`config.mk`:
```
export PLATFORM = sky130hd
export DESIGN_NAME = trs_sequencer
export DESIGN_NICKNAME = d
export VERILOG_FILES = /design/src/hdl/trs_pkg.sv /design/src/hdl/trs_rail_if.sv /design/src/hdl/trs_mr_debounce.sv /design/src/hdl/trs_rail_delay.sv /design/src/hdl/trs_sequencer.sv
export SDC_FILE = /design/constraint.sdc
export NUM_CORES = 1
export LEC_CHECK = 0
export ABC_AREA = 1
export BUFFER_PORTS_ARGS = -buffer_cell sky130_fd_sc_hd__buf_2
export CORE_MARGIN = 2
export CORE_UTILIZATION = 30
export CTS_BUF_LIST = sky130_fd_sc_hd__clkbuf_4
export CTS_CLUSTER_DIAMETER = 200
export DETAILED_ROUTE_END_ITERATION = 10
export SETUP_SLACK_MARGIN = 0.15
export SYNTH_ARGS = -nofsm -noshare
export SYNTH_HDL_FRONTEND = slang
export SYNTH_SLANG_ARGS = --single-unit
```
`constraint.sdc`:
```
create_clock -name clk -period 2.1 [get_ports clk]
set_clock_uncertainty 0.2 [all_clocks]
set_input_delay 0.42 -clock clk [delete_from_list [all_inputs] [get_ports clk]]
set_output_delay 0.42 -clock clk [all_outputs]
set_load 0.02 [all_outputs]
```
`src/hdl/trs_pkg.sv`:
```
// constants and types of the triple rail sequencer
package trs_pkg;

  // ************************************************************
  // clock, prescaler and debounce timing
  // ************************************************************
  localparam int CLK_PERIOD_NS   = 10;       // 100 MHz system clock
  localparam int TICK_PERIOD_NS  = 1000000;  // prescaler tick, 1 ms
  localparam int TICK_PERIOD_MS  = 1;        // same tick in ms
  localparam int TICK_CYCLES_DEF = TICK_PERIOD_NS / CLK_PERIOD_NS;
  localparam int PRE_W           = 17;       // prescaler counter width
  localparam int MR_MIN_NS       = 5000;     // manual reset least width
  localparam int MR_CYCLES       = (MR_MIN_NS + CLK_PERIOD_NS - 1)
                                   / CLK_PERIOD_NS;
  localparam int MR_CNT_W        = 10;       // debounce counter width

  // ************************************************************
  // delay selections, in ms, and their tick counts
  // ************************************************************
  localparam int DLY_SEL0_MS = 100;          // default selection
  localparam int DLY_SEL1_MS = 500;
  localparam int DLY_SEL2_MS = 1000;
  localparam int DLY_SEL3_MS = 5000;
  localparam int DLY_W       = 13;           // holds 5000 ticks

  // tick count for a two bit delay selection
  function automatic logic [DLY_W-1:0] trs_dly_ticks(
    input logic [1:0] sel);
    logic [DLY_W-1:0] t;
    case (sel)
      2'h0:    t = DLY_W'(DLY_SEL0_MS / TICK_PERIOD_MS);
      2'h1:    t = DLY_W'(DLY_SEL1_MS / TICK_PERIOD_MS);
      2'h2:    t = DLY_W'(DLY_SEL2_MS / TICK_PERIOD_MS);
      default: t = DLY_W'(DLY_SEL3_MS / TICK_PERIOD_MS);
    endcase
    return t;
  endfunction

  // ************************************************************
  // pins, register map and field layout
  // ************************************************************
  localparam int NUM_RAILS = 3;              // rails 1, 3, 4
  localparam int NUM_PINS  = 7;              // synchronised pins
  localparam int PIN_WP    = 3;
  localparam int PIN_SEL0  = 4;
  localparam int PIN_SEL1  = 5;
  localparam int PIN_SDA   = 6;

  localparam logic [7:0] REG_CTRL     = 8'h00;
  localparam logic [7:0] REG_TARGET   = 8'h04;
  localparam logic [7:0] REG_STATUS   = 8'h08;
  localparam logic [7:0] REG_FAULT    = 8'h0C;
  localparam logic [7:0] REG_INT_STAT = 8'h10;
  localparam logic [7:0] REG_INT_MASK = 8'h14;

  localparam int CTRL_W        = 10;
  localparam int CTRL_RSEL_LSB = 0;          // two bits per rail
  localparam int CTRL_POR_LSB  = 6;
  localparam int CTRL_WPA_BIT  = 8;
  localparam int CTRL_SDA_BIT  = 9;
  localparam logic [CTRL_W-1:0] CTRL_RST = 10'h000;
  localparam int FAULT_W       = 4;          // rails then manual reset
  localparam int INT_W         = 3;
  localparam int INT_RAIL_FAIL = 0;
  localparam int INT_MR        = 1;
  localparam int INT_RST_REL   = 2;

  // sequencer states
  typedef enum logic [1:0] {
    SEQ_HOLD,
    SEQ_POR_WAIT,
    SEQ_RUN
  } trs_seq_t;

endpackage

```
`src/hdl/trs_rail_if.sv`:
```
// interface between the sequencer and one rail delay timer
`timescale 1ns/1ps
interface trs_rail_if;
  logic       tick;        // prescaler tick pulse
  logic       restart;     // forces the timer back to zero
  logic       sense_good;  // synchronised comparator result
  logic [1:0] sel;         // delay selection
  logic       done;        // delay expired, rail counts as good

  modport timer (input tick, input restart, input sense_good,
                 input sel, output done);
  modport ctl   (output tick, output restart, output sense_good,
                 output sel, input done);
endinterface

```
`src/hdl/trs_mr_debounce.sv`:
```
// debounce filter for the manual reset pin
`timescale 1ns/1ps
module trs_mr_debounce
  import trs_pkg::*;
(
  input  wire logic clk,
  input  wire logic rstn,
  input  wire logic raw,
  output logic      level,
  output logic      accept
);

  logic                meta_ff;   // first sync stage
  logic                sync_ff;   // second sync stage
  logic                level_ff;  // filtered level
  logic                accept_ff; // one cycle when a high level is accepted
  logic [MR_CNT_W-1:0] cnt_ff;    // cycles the new level held

  assign level  = level_ff;
  assign accept = accept_ff;

  // two stage synchroniser, the pin is asynchronous
  always_ff @(posedge clk) begin
    if (!rstn) begin
      meta_ff <= 1'b0;
      sync_ff <= 1'b0;
    end else begin
      meta_ff <= raw;
      sync_ff <= meta_ff;
    end
  end

  // a change must hold for the full window, else it is a glitch
  always_ff @(posedge clk) begin
    if (!rstn) begin
      cnt_ff    <= '0;
      level_ff  <= 1'b0;
      accept_ff <= 1'b0;
    end else begin
      accept_ff <= 1'b0;
      if (sync_ff == level_ff) begin
        cnt_ff <= '0;
      end else if (cnt_ff == MR_CNT_W'(MR_CYCLES - 1)) begin
        cnt_ff    <= '0;
        level_ff  <= sync_ff;
        accept_ff <= sync_ff;
      end else begin
        cnt_ff <= cnt_ff + 1'b1;
      end
    end
  end

endmodule

```
`src/hdl/trs_rail_delay.sv`:
```
// delay timer for one monitored rail
`timescale 1ns/1ps
module trs_rail_delay
  import trs_pkg::*;
(
  input wire logic clk,
  input wire logic rstn,
  trs_rail_if.timer rif
);

  logic [DLY_W-1:0] cnt_ff;   // elapsed ticks
  logic             done_ff;  // delay reached
  logic [DLY_W-1:0] target;   // ticks for the selection

  assign target   = trs_dly_ticks(rif.sel);
  assign rif.done = done_ff;

  // counts ticks while the rail is good
  always_ff @(posedge clk) begin
    if (!rstn) begin
      cnt_ff  <= '0;
      done_ff <= 1'b0;
    end else if (rif.restart || !rif.sense_good) begin
      cnt_ff  <= '0;
      done_ff <= 1'b0;
    end else if (rif.tick && !done_ff) begin
      if (cnt_ff == target - 1'b1) begin
        done_ff <= 1'b1;
      end else begin
        cnt_ff <= cnt_ff + 1'b1;
      end
    end
  end

endmodule

```
`src/hdl/trs_sequencer.sv`:
```
// top of the triple rail sequencer
// What this block does
// - rail output released when low, pulled when good
// - each rail applies its own selected delay
// - reset held until all rails good, sequenced
// - extra programmable delay before reset release
// - protect pin plus arm bit rejects writes
// - manual reset high starts reset sequence
// - manual reset is debounced against glitches
// - manual reset asserts reset, restarts rail outputs
// - any rail drop resets and resequences all
// - select pins compared with target address
// - data line open drain, always sampled
// - rail delay codes 100ms 500ms 1s 5s
// - reset release codes 100ms 500ms 1s 5s
// - fault log zero at reset, cleared on failure
// - after release, each output waits own delay
`timescale 1ns/1ps
module trs_sequencer
  import trs_pkg::*;
#(
  parameter int TICK_CYCLES = TICK_CYCLES_DEF  // clocks per 1 ms tick
)(
  input  wire logic        clk,
  input  wire logic        rstn,
  input  wire logic        rail1_sense,
  input  wire logic        rail3_sense,
  input  wire logic        rail4_sense,
  input  wire logic        manual_reset_in,
  input  wire logic        wp_in,
  input  wire logic        dev_sel0,
  input  wire logic        dev_sel1,
  input  wire logic        sda_in,
  output logic             sda_out,
  output logic             sda_oe,
  output logic             rail1_good_delayed_n_out,
  output logic             rail1_good_delayed_n_oe,
  output logic             rail3_good_delayed_n_out,
  output logic             rail3_good_delayed_n_oe,
  output logic             rail4_good_delayed_n_out,
  output logic             rail4_good_delayed_n_oe,
  output logic             sys_reset_n_out,
  output logic             sys_reset_n_oe,
  output logic             irq,
  input  wire logic        psel,
  input  wire logic        penable,
  input  wire logic        pwrite,
  input  wire logic [7:0]  paddr,
  input  wire logic [31:0] pwdata,
  output logic [31:0]      prdata,
  output logic             pready,
  output logic             pslverr
);

  // ************************************************************
  // pin synchronisers
  // ************************************************************
  logic [NUM_PINS-1:0]  pin_raw;       // asynchronous pins
  logic [NUM_PINS-1:0]  pin_meta_ff;   // first stage only
  logic [NUM_PINS-1:0]  pin_sync_ff;   // safe to use
  logic [NUM_RAILS-1:0] sense_good;    // synchronised rail senses
  logic [NUM_RAILS-1:0] sense_prev_ff; // for falling edge
  logic [NUM_RAILS-1:0] rail_fail;     // rail just dropped
  logic                 any_fail;      // some rail dropped

  assign pin_raw = {sda_in, dev_sel1, dev_sel0, wp_in,
                    rail4_sense, rail3_sense, rail1_sense};

  // two flop pin synchroniser
  always_ff @(posedge clk) begin
    if (!rstn) begin
      pin_meta_ff <= '0;
      pin_sync_ff <= '0;
    end else begin
      pin_meta_ff <= pin_raw;
      pin_sync_ff <= pin_meta_ff;
    end
  end

  assign sense_good = pin_sync_ff[NUM_RAILS-1:0];

  // last sense level
  always_ff @(posedge clk) begin
    if (!rstn) begin
      sense_prev_ff <= '0;
    end else begin
      sense_prev_ff <= sense_good;
    end
  end

  assign rail_fail = sense_prev_ff & ~sense_good;
  assign any_fail  = |rail_fail;

  // ************************************************************
  // prescaler
  // ************************************************************
  logic [PRE_W-1:0] pre_cnt_ff;  // free running divider
  logic             tick_ff;     // one cycle every tick period

  // free running, so a delay may start up to one tick early
  always_ff @(posedge clk) begin
    if (!rstn) begin
      pre_cnt_ff <= '0;
      tick_ff    <= 1'b0;
    end else if (pre_cnt_ff == PRE_W'(TICK_CYCLES - 1)) begin
      pre_cnt_ff <= '0;
      tick_ff    <= 1'b1;
    end else begin
      pre_cnt_ff <= pre_cnt_ff + 1'b1;
      tick_ff    <= 1'b0;
    end
  end

  // ************************************************************
  // manual reset and rail timers
  // ************************************************************
  logic                 mr_level;   // debounced manual reset
  logic                 mr_accept;  // one cycle when a press is accepted
  logic                 restart;    // resequence every rail
  logic [NUM_RAILS-1:0] rail_done;  // rail delay expired
  logic [CTRL_W-1:0]    ctrl_ff;    // control register

  // short pulses never reach mr_level
  trs_mr_debounce u_mr (
    .clk    (clk),
    .rstn   (rstn),
    .raw    (manual_reset_in),
    .level  (mr_level),
    .accept (mr_accept)
  );

  // manual reset or rail drop restarts all
  assign restart = mr_level | any_fail;

  trs_rail_if rif [NUM_RAILS] ();

  // one timer per rail
  generate
    for (genvar i = 0; i < NUM_RAILS; i++) begin : g_rail
      assign rif[i].tick       = tick_ff;
      assign rif[i].restart    = restart;
      assign rif[i].sense_good = sense_good[i];
      assign rif[i].sel        = ctrl_ff[CTRL_RSEL_LSB+2*i +: 2];
      assign rail_done[i]      = rif[i].done;
      trs_rail_delay u_rail (
        .clk  (clk),
        .rstn (rstn),
        .rif  (rif[i])
      );
    end
  endgenerate

  // ************************************************************
  // system reset sequencer
  // ************************************************************
  trs_seq_t         seq_ff;      // sequencer state
  logic [DLY_W-1:0] por_cnt_ff;  // ticks spent in release wait
  logic [DLY_W-1:0] por_target;  // ticks for the selection
  logic             all_done;    // all rails good, no manual reset
  logic             por_expire;  // release delay reached

  assign all_done   = (&rail_done) & ~mr_level;
  assign por_target = trs_dly_ticks(ctrl_ff[CTRL_POR_LSB +: 2]);
  assign por_expire = tick_ff && (por_cnt_ff == por_target - 1'b1);

  // hold, then wait the release delay, then run
  always_ff @(posedge clk) begin
    if (!rstn) begin
      seq_ff <= SEQ_HOLD;
    end else begin
      case (seq_ff)
        SEQ_HOLD: begin
          if (all_done && !restart) begin
            seq_ff <= SEQ_POR_WAIT;
          end
        end
        SEQ_POR_WAIT: begin
          if (!all_done || restart) begin
            seq_ff <= SEQ_HOLD;
          end else if (por_expire) begin
            seq_ff <= SEQ_RUN;
          end
        end
        SEQ_RUN: begin
          if (!all_done || restart) begin
            seq_ff <= SEQ_HOLD;
          end
        end
        default: seq_ff <= SEQ_HOLD;
      endcase
    end
  end

  // release delay counter
  always_ff @(posedge clk) begin
    if (!rstn) begin
      por_cnt_ff <= '0;
    end else if (seq_ff != SEQ_POR_WAIT) begin
      por_cnt_ff <= '0;
    end else if (tick_ff) begin
      por_cnt_ff <= por_cnt_ff + 1'b1;
    end
  end

  // ************************************************************
  // open drain outputs
  // ************************************************************
  logic [NUM_RAILS-1:0] rail_oe_ff;  // pulls rail output low
  logic                 rst_oe_ff;   // pulls system reset low
  logic                 od_low_ff;   // driven level, always low
  logic                 sda_oe_ff;   // pulls data line low
  logic [1:0]           target_ff;   // target select bits
  logic                 dev_match_ff;

  // outputs only ever pull low; the pull-up makes the high
  always_ff @(posedge clk) begin
    if (!rstn) begin
      rail_oe_ff <= '0;
      rst_oe_ff  <= 1'b1;
      od_low_ff  <= 1'b0;
    end else begin
      rail_oe_ff <= rail_done & ~{NUM_RAILS{restart}};
      rst_oe_ff  <= (seq_ff != SEQ_RUN) | restart;
      od_low_ff  <= 1'b0;
    end
  end

  // select match and data line drive
  always_ff @(posedge clk) begin
    if (!rstn) begin
      dev_match_ff <= 1'b0;
      sda_oe_ff    <= 1'b0;
    end else begin
      dev_match_ff <= target_ff == {pin_sync_ff[PIN_SEL1],
                                    pin_sync_ff[PIN_SEL0]};
      sda_oe_ff    <= ctrl_ff[CTRL_SDA_BIT] & dev_match_ff;
    end
  end

  assign rail1_good_delayed_n_out = od_low_ff;
  assign rail3_good_delayed_n_out = od_low_ff;
  assign rail4_good_delayed_n_out = od_low_ff;
  assign rail1_good_delayed_n_oe  = rail_oe_ff[0];
  assign rail3_good_delayed_n_oe  = rail_oe_ff[1];
  assign rail4_good_delayed_n_oe  = rail_oe_ff[2];
  assign sys_reset_n_out          = od_low_ff;
  assign sys_reset_n_oe           = rst_oe_ff;
  assign sda_out                  = od_low_ff;
  assign sda_oe                   = sda_oe_ff;

  // ************************************************************
  // apb slave
  // ************************************************************
  logic        pready_ff;   // answer in first access cycle
  logic        pslverr_ff;  // unmapped or protected
  logic [31:0] prdata_ff;   // read data taken at setup
  logic        setup;       // setup phase of a transfer
  logic        access_done; // transfer completes this edge
  logic        wr_prot;     // writes locked
  logic        wr_ok;       // accepted write completes
  logic        addr_hit;    // address is mapped
  logic [31:0] rd_val;      // read mux
  logic [31:0] status_word; // live status

  assign setup       = psel & ~penable;
  assign access_done = psel & penable & pready_ff;
  assign wr_prot     = pin_sync_ff[PIN_WP] & ctrl_ff[CTRL_WPA_BIT];
  assign wr_ok       = access_done & pwrite & ~pslverr_ff;

  assign status_word = {21'h000000, pin_sync_ff[PIN_WP],
                        pin_sync_ff[PIN_SDA], dev_match_ff, mr_level,
                        rst_oe_ff, rail_done, sense_good};

  logic [INT_W-1:0]   int_stat_ff;  // sticky event bits
  logic [INT_W-1:0]   int_mask_ff;  // enable per event
  logic [FAULT_W-1:0] fault_ff;     // fault log

  // read mux
  always_comb begin
    rd_val   = 32'h00000000;
    addr_hit = 1'b1;
    case (paddr)
      REG_CTRL:     rd_val = 32'(ctrl_ff);
      REG_TARGET:   rd_val = 32'(target_ff);
      REG_STATUS:   rd_val = status_word;
      REG_FAULT:    rd_val = 32'(fault_ff);
      REG_INT_STAT: rd_val = 32'(int_stat_ff);
      REG_INT_MASK: rd_val = 32'(int_mask_ff);
      default:      addr_hit = 1'b0;
    endcase
  end

  // zero wait states
  always_ff @(posedge clk) begin
    if (!rstn) begin
      pready_ff  <= 1'b0;
      pslverr_ff <= 1'b0;
      prdata_ff  <= 32'h00000000;
    end else if (setup) begin
      pready_ff  <= 1'b1;
      pslverr_ff <= ~addr_hit | (pwrite & wr_prot);
      prdata_ff  <= pwrite ? 32'h00000000 : rd_val;
    end else begin
      pready_ff  <= 1'b0;
      pslverr_ff <= 1'b0;
    end
  end

  assign pready  = pready_ff;
  assign pslverr = pslverr_ff;
  assign prdata  = prdata_ff;

  // ************************************************************
  // registers
  // ************************************************************
  logic [INT_W-1:0]   int_event;  // events this cycle
  logic [INT_W-1:0]   rd_clr;     // bits handed to software
  logic [FAULT_W-1:0] fault_src;  // failing sources
  logic               irq_ff;

  assign int_event = {seq_ff == SEQ_POR_WAIT && all_done && !restart
                      && por_expire, mr_accept, any_fail};
  assign fault_src = {mr_accept, rail_fail};
  // only bits that were returned get cleared, nothing is lost
  assign rd_clr    = (access_done && !pwrite && paddr == REG_INT_STAT)
                     ? prdata_ff[INT_W-1:0] : '0;

  // control and target registers
  always_ff @(posedge clk) begin
    if (!rstn) begin
      ctrl_ff   <= CTRL_RST;
      target_ff <= 2'h0;
    end else if (wr_ok && paddr == REG_CTRL) begin
      ctrl_ff <= pwdata[CTRL_W-1:0];
    end else if (wr_ok && paddr == REG_TARGET) begin
      target_ff <= pwdata[1:0];
    end
  end

  // fault log, a failure wins over a write
  always_ff @(posedge clk) begin
    if (!rstn) begin
      fault_ff <= '0;
    end else if (wr_ok && paddr == REG_FAULT) begin
      fault_ff <= pwdata[FAULT_W-1:0] & ~fault_src;
    end else begin
      fault_ff <= fault_ff & ~fault_src;
    end
  end

  // sticky events, a new event beats the read clear
  always_ff @(posedge clk) begin
    if (!rstn) begin
      int_stat_ff <= '0;
    end else begin
      int_stat_ff <= (int_stat_ff & ~rd_clr) | int_event;
    end
  end

  // mask register
  always_ff @(posedge clk) begin
    if (!rstn) begin
      int_mask_ff <= '0;
    end else if (wr_ok && paddr == REG_INT_MASK) begin
      int_mask_ff <= pwdata[INT_W-1:0];
    end
  end

  // level interrupt
  always_ff @(posedge clk) begin
    if (!rstn) begin
      irq_ff <= 1'b0;
    end else begin
      irq_ff <= |(int_stat_ff & int_mask_ff);
    end
  end

  assign irq = irq_ff;

endmodule

```
# Yosys cells after proc, flatten, opt, wreduce, memory -nomap -nowiden
# Index checks and enable logic that the tools add are counted.
dict set report classes {
  addsub 10
  bitwise_logic 34
  eq_ne 28
  reduce_logical 54
  n_mux 16
}
# cell n
set ops {}
lappend ops {{13-bit one-hot mux with 3 select lines} 4}
lappend ops {{11-bit one-hot mux with 6 select lines} 1}
lappend ops {{13-bit by 1-bit adder with 13-bit output (second input constant)} 4}
lappend ops {{13-bit == test} 4}
lappend ops {{13-bit by 1-bit subtractor with 13-bit output (second input constant)} 4}
lappend ops {{32-bit two-way mux} 1}
lappend ops {{2-bit AND reduction} 9}
lappend ops {{17-bit by 1-bit adder with 17-bit output (second input constant)} 1}
lappend ops {{17-bit == test (second input constant)} 1}
lappend ops {{8-bit by 4-bit == test with 1-bit output (second input constant)} 2}
lappend ops {{8-bit by 5-bit == test with 1-bit output (second input constant)} 2}
lappend ops {{1-bit logical AND} 14}
lappend ops {{3-bit bitwise AND} 4}
lappend ops {{3-bit OR reduction} 4}
lappend ops {{1-bit NOT} 11}
lappend ops {{10-bit by 1-bit adder with 10-bit output (second input constant)} 1}
lappend ops {{10-bit by 9-bit == test with 1-bit output (second input constant)} 1}
lappend ops {{2-bit by 1-bit == test with 1-bit output (second input constant)} 5}
lappend ops {{2-bit == test (second input constant)} 5}
lappend ops {{2-bit logical NOT} 5}
lappend ops {{2-bit OR reduction} 5}
lappend ops {{1-bit bitwise AND} 9}
lappend ops {{1-bit logical NOT} 9}
lappend ops {{3-bit NOT} 3}
lappend ops {{19 further kinds} 33}
dict set report totals {
  reg_bits 169
  wordCells 173
  in_bits 53
}

# Depth between registers and ports, before layout
# Gate-level depths: netlist of the first run.
dict set report logic_depth {
  word_depth 8
  mapped_depth 11
  depth_no_buf 11
}

# Cells and area by module
# From an unflattened synthesis of the first run, not the netlist that was laid out.
dict set report hier_totals {
  cells_unflattened 1126
  hier_area_um2 7732.4
}
# mod seq_area_each_um2 n_inst area_per_inst_um2 cells_per_inst
set by_module_without_submodules {}
lappend by_module_without_submodules {trs_sequencer 1841.8 1 4240.3 595}
lappend by_module_without_submodules {trs_rail_delay 280.3 3 970.9 153}
lappend by_module_without_submodules {trs_mr_debounce 280.3 1 579.3 72}

# Worst setup path before layout of the first run
# No wires, ideal clock.
dict set report synth_timing {
  path_type {flip-flop to flip-flop}
  startpoint {register g_rail[1].u_rail.cnt_ff[0]}
  endpoint {register g_rail[1].u_rail.cnt_ff[2]}
  slack_ns 0.444
  path_buffers 1
  setup_time_ns 0.125
  arrival_time_ns 1.331
  stages_incl_launch_ff 10
  required_time_ns 1.775
  path_cell_list {dfxtp_1 > ha_1 > inv_1 > nor2_1 > nand4_1 > nor2_4 > nand2_4 > buf_2 > nand3_1 > a21oi_2}
}
dict set report synth_between {
  elab_chain_len 3
  word_cells_on_any_way 4
  cone_classes {add/sub: 1; eq/ne: 1; bitwise: 1; reduce/logical: 1}
}
# element line
set synth_lines {}
lappend synth_lines {{start, declared} trs_rail_delay.sv:11} ;# logic [DLY_W-1:0] cnt_ff;
lappend synth_lines {{start signal, assigned} trs_rail_delay.sv:30} ;# cnt_ff <= cnt_ff + 1'b1;
lappend synth_lines {{parallel branches: the longest is 3 deep, another holds 13-bit by 1-bit adder with 13-bit output} -}
# Parallel ways; which one is timed is not known.
# A chain may end at the register's enable or synchronous reset.

# Worst setup path in the final report of the first run
dict set report layout_timing {
  startpoint {register prdata_ff[4], in the netlist prdata[4]}
  endpoint {output port prdata[4]}
}
# element line
set layout_rtl {}
lappend layout_rtl {{start, declared} trs_sequencer.sv:256} ;# logic [31:0] prdata_ff;
lappend layout_rtl {{start signal, assigned} trs_sequencer.sv:302} ;# prdata_ff <= pwrite ? 32'h00000000 : rd_val;
lappend layout_rtl {{end, declared} trs_sequencer.sv:50} ;# output logic [31:0] prdata,
# No word-level cell between the ends.

==> results of run 1 <==
cell type report:
type                       instances  area, µm²  area share (%)
timing repair buffer              94      643.1           7.493
tap                              324      405.4           4.723
multi-input combinational        764       3754           43.73
inverter                         146      548.0           6.385
clock inverter                    13      123.9           1.443
antenna                            2      5.005         0.05831
clock buffer                      18      135.1           1.574
sequential                       148       2969           34.59
metrics by stage:
stage	instance area [µm²]	utilization, %	worst slack, ps
after floorplan	7553	-	443.6
after global placement	8078	33.12	191.3
after detailed placement	8078	33.12	183.6
after CTS	8527	34.96	185.2
after global routing	8583	35.19	138.7
final	8583	35.19	280.7
cell usage after synthesis (all sizes together), types with 6 or more instances:
cell type	number
buf	42
nand2	271
nor2	116
inv	146
ha	6
nand3	108
dfxtp	148
xor2	32
nand4	16
nor3	26
o21ai	31
xnor2	8
a21oi	95
clkbuf	8
flip-flops by register name, indices dropped and copies added (netlist names), 3 cells and up:
signal,flops
ctrl_ff,10
g_rail.u_rail.rif.done,3
u_mr.cnt_ff,10
fault_ff,4
rail_oe_ff,3
int_mask_ff,3
prdata,11
pre_cnt_ff,17
g_rail.u_rail.cnt_ff,39
sense_prev_ff,3
pin_sync_ff,7
por_cnt_ff,13
pin_meta_ff,7
int_stat_ff,3
cell families (layout without fill, tap and decap cells):
kind of cell / count (synthesis) / after routing / synth area share (%)
adders and majority gates: 6 / 6 / 1.006
other: 1 / 28 / 0.05027
AOI/OAI and AO/OA: 137 / 137 / 9.996
xor gates and xnor gates: 40 / 40 / 4.696
and+or+nand+nor: 555 / 555 / 32.71
buffers and inverters: 196 / 271 / 11.82
DFF: 148 / 148 / 39.72
worst paths after layout:
path                              start                          to  slack [ps]  cells after the start
min reg2reg              pin_meta_ff[1]              pin_sync_ff[1]         220                      2
min                                rstn              sys_reset_n_oe          90                      2
max reg2reg  g_rail[1].u_rail.cnt_ff[0]  g_rail[1].u_rail.cnt_ff[0]         310                      9
max                           prdata[4]                   prdata[4]         280                      1
cell usage in the layout (no fill, tap or decap), types with 4 or more instances in the layout:
cell,instances
inv_1,135
nand3_1,108
o21ai_0,29
dlygate4sd3_1,19
nor2_1,101
a21oi_2,10
xnor2_1,8
dfxtp_2,5
dfxtp_1,143
clkbuf_4,18
nand2_1,258
nand2_2,9
conb_1,26
and3_1,4
clkinvlp_4,4
nand3b_1,5
ha_1,5
xor2_1,32
inv_6,5
a21oi_1,85
or2_2,4
nor3_1,23
inv_2,11
o22ai_1,4
nand4_1,16
buf_4,25
buf_2,49
nor2_2,12
layer usage:
| layer | share of wire, % | GRT usage (%) | vias up |
|---|---|---|---|
| li1 | - | - | 3580 |
| met1 | 48 | 18.05 | 3065 |
| met2 | 47 | 24.07 | 118 |
| met3 | 3.8 | 3.192 | 14 |
| met4 | 1.4 | 4.666 | 0 |
| met5 | 0 | 0 | - |
power by group through the flow:
stage	clock [W]	combinational (W)	sequential [W]
floorplan	0	0.000167	0.00291
CTS	0.00180	0.000241	0.00285
finish	0.00172	0.000240	0.00285
detailed placement	0	0.000213	0.00291
global placement	0	0.000212	0.00291
global route	0.00192	0.000271	0.00285
repair_timing:
action | CTS | global route
setup endpoints to repair | 0 | 44
hold buffers | 19 | 0
gates resized for setup | 0 | 15
hold endpoints to repair | 30 | 0
==> impl_metrics.tcl, run 1 <==
set metrics [dict create \
    status "finished clean" \
    cts.htree.levels 4 \
    grt_pass1_vias 6408 \
    yosysTopAreaCellShare_pct 39.72 \
    worstSetupPathType "reg2out" \
    p_comb_share_pct 5.0 \
    cts-root-buf "clkbuf_4" \
    dr.first_iter.drc_count 392 \
    grt_max_degree 27 \
    drive_gt1_share_pct 14.20 \
    path_clk_slew_ps 140 \
    dp.cells 1457 \
    cts_buffers 17 \
    worst_pin_slew_ps 526.5 \
    switching_share_pct 26.54 \
    cp_top_family "flip-flops" \
    postCtsSetupBuffers 0 \
    power_frac_seq_pct 59.3 \
    clkPwrFrac_pct 35.7 \
    yosysTopAreaCell "dfxtp_1" \
    hp-class "in2reg" \
    arrival_ps 1200 \
    rsz0062_at_grt "true" \
    routed_wl_um 17770 \
    ys_seq_area_share_pct 39.72 \
    synth_area_leaders "dfxtp_1, nand2_1, nand3_1, inv_1, a21oi_1" \
    wl_per_cell_um 11.78 \
    io_buffer_count 49 \
    cts_buffer_depth 2 \
    insertion_delay_ps 550 \
    track_usage_pct 14.24 \
    placementRows 57 \
    via_count 6777 \
    crit_fanout 2 \
    fillers 2638 \
    grt_pass1_wl_um 30220 \
    syn_area_per_cell_um2 6.888 \
    powerDensity_nw_per_um2 559.7 \
    tns_ps 0 \
    nets 1230 \
    io-pin-count 98 \
    p_leak_nw 3.471 \
    dpl.hpwl_um 13230 \
    worstSetupStartpointType "flop" \
    synth_seq_cells 148 \
    clock_sinks 148 \
    die_width_um 161.7 \
    firstDrtPassIters 5 \
    setup_viol 0 \
    drv_cap 0 \
    finalPower_w 0.004804 \
    die_area_um2 26140 \
    max-slew-margin-rel_pct 64.63 \
    whs_ps 86.57 \
    ir_worst_vdd_mv 0.3355 \
    initial_core_util_pct 30.58 \
    grt.overflow.total 0 \
    min_period_ps 1819 \
    core-area_um2 24390 \
    finalMaxSlewViolations 0 \
    synth_area_um2 7460 \
    slowest_stage "dfxtp_1" \
    min_period_over_period_pct 86.63 \
    max_freq_mhz 549.7 \
    cts_tree "yes" \
    slowest_delay_ps 450 \
    antenna_found_initial 2 \
    synthArstFlopShare_pct 0 \
    cp.buffers_inverters 1 \
    antenna_left 0 \
    vias_per_cell 4.491 \
    stdcell_count 1509 \
    synthFlopType "dfxtp_1" \
    area_growth_pct 15.06 \
    drcViolationCount 0 \
    fp.dieH_um 161.7 \
    netlist_instances 1083 \
    finalHoldViolCount 0 \
    synth_edf_count 0 \
    p_sw_w 0.001275 \
    yosys_warnings 0 \
    crit_chain "buf_2" \
    power.internal_w 0.003529 \
    gp_congestion 0.8597 \
    yosysUniqueCellTypes 38 \
    end_kind "output port" \
    cp.required_ps 1480 \
]
(Power assumes the default switching activity.)
==> run 2: changes to the inputs <==
- CORE_ASPECT_RATIO: unset -> 0.5
==> run 2 against run 1 <==
Critical path depth is 8 higher. Critical path type is now reg2reg. Sequential cell count unchanged. Die area rose by 0.29%. Worst hold slack got worse by 26 ps.
==> impl_metrics.tcl, run 2 (synthesis results as in run 1) <==
set metrics [dict create \
    fp.dieH_um 115.5 \
    final_common_cell "nand2_1" \
    initial_core_util_pct 30.80 \
    seq_area_um2 2967 \
    powerDensity_nw_per_um2 597.8 \
    grt_pass1_vias 6318 \
    slowest_delay_ps 410 \
    cts.htree.levels 4 \
    tns_ps 0 \
    track_usage_pct 13.72 \
    min_period_over_period_pct 86.99 \
    clock_sinks 148 \
    worst_pin_slew_ps 493.8 \
    routed_wl_um 17250 \
    io_buffer_count 49 \
    largest_register "g_rail.u_rail.cnt_ff" \
    cts_buffer_depth 2 \
    cts-root-buf "clkbuf_4" \
    worstSetupPathType "reg2reg" \
    cp.buffers_inverters 1 \
    io-pin-count 98 \
    area_growth_pct 15.73 \
    drive_gt1_share_pct 14.25 \
    arrival_ps 2110 \
    core-area_um2 24220 \
    cts_tree "yes" \
    via_count 6772 \
    ir_worst_vdd_mv 0.2776 \
    end_kind "flop" \
    dr.first_iter.drc_count 372 \
    wl_met1_um 8291 \
    utilization_pct 35.64 \
    worstSetupStartpointType "flop" \
    p_leak_nw 3.484 \
    finalHoldViolCount 0 \
    multi_input_area_um2 3750 \
    rsz0062_at_grt "true" \
    max-slew-margin-rel_pct 66.83 \
    antenna_left 0 \
    slowest_stage "dfxtp_1" \
    max_freq_mhz 547.4 \
    met3_length_um 501 \
    cp.required_ps 2380 \
    crit_fanout 14 \
    fillers 2564 \
    drv_cap 0 \
    crit_chain "ha_1 -> inv_1 -> nor2_1 -> nand4_1 -> nor2_4 -> nand2_4 -> nand2_8 -> nand2_1 -> a21oi_1" \
    placementRows 40 \
    min_period_ps 1827 \
    top_layer_used "met4" \
    largest_register_ffs 39 \
    hp-class "in2reg" \
    route.met2.wl_um 8129 \
    nets 1225 \
    cts_buffers 17 \
    drcViolationCount 0 \
    firstDrtPassIters 4 \
    top_regs "g_rail.u_rail.cnt_ff x39, pre_cnt_ff x17, por_cnt_ff x13" \
    grt.overflow.total 0 \
    antenna_found_initial 1 \
    finalMaxSlewViolations 0 \
    final_cell_mix "nand2_1, dfxtp_1, inv_1" \
    insertion_delay_ps 560 \
    grt_max_degree 28 \
    grt_pass1_wl_um 29100 \
    gp_congestion 0.8675 \
    die_area_um2 26220 \
    path_clk_slew_ps 130 \
    setup_viol 0 \
    vias_per_cell 4.467 \
    wl_per_cell_um 11.38 \
    dpl.hpwl_um 12490 \
    die_width_um 227.0 \
    cp_top_family "simple AND/OR/NAND/NOR gates" \
    status "finished clean" \
]
run 2: worst paths after layout:
path / start / end / slack (ps) / cells past startpoint
min reg2reg: pin_meta_ff[1] / pin_sync_ff[1] / 220 / 2
min: psel / prdata[0] / 60 / 5
max reg2reg: g_rail[1].u_rail.cnt_ff[0] / g_rail[1].u_rail.cnt_ff[1] / 270 / 9
max: g_rail[1].u_rail.cnt_ff[0] / g_rail[1].u_rail.cnt_ff[1] / 270 / 9
run 2: through the flow:
step | cells | area [µm²] | hold WS (ps) | total power (W) | setup slack (ps)
4_1_cts | 1514 | 8562 | 6.006 | 0.005226 | 213.6
2_1_floorplan | 1108 | 7553 | 190.5 | 0.003073 | 443.6
5_1_grt | 1516 | 8633 | 44.15 | 0.005361 | 147.5
3_3_place_gp | 1463 | 8035 | 200.7 | 0.003111 | 180.4
6_report | 1516 | 8633 | 60.91 | 0.005161 | 273.2
3_5_place_dp | 1463 | 8035 | 201.3 | 0.003115 | 166.6
run 2: where the power goes:
part	total, W	switching, W	internal, W
combinational	0.000239	0.000156	0.0000829
sequential	0.00285	0.0000131	0.00283
clock	0.00208	0.00110	0.000980
total	0.00516	0.00126	0.00390
run 2: area by class of cell:
type,instances,area share (%)
multi-input combinational,764,43.43
sequential,148,34.36
timing repair buffer,89,7.014
inverter,146,6.391
tap,336,4.870
clock inverter,14,2.333
clock buffer,18,1.565
antenna,1,0.02899
run 2: layer usage:
| metal | track usage, % | vias up |
|---|---|---|
| met4 | 4.967 | 0 |
| met2 | 23.38 | 100 |
| met5 | 0 | - |
| met1 | 17.26 | 3087 |
| met3 | 2.992 | 23 |
| li1 | - | 3562 |
run 2: tightest hold or removal path: stages:
cell     delay (ps)
buf_2           110
nand2_1          80
nor2_1           70
nand2_1          70
a21oi_1          50
run 2: timing repair:
item,in CTS,in global routing
setup endpoints to repair,0,49
resized for setup,0,17
buffers inserted,0,1
hold buffers,19,0
hold endpoints to repair,30,0
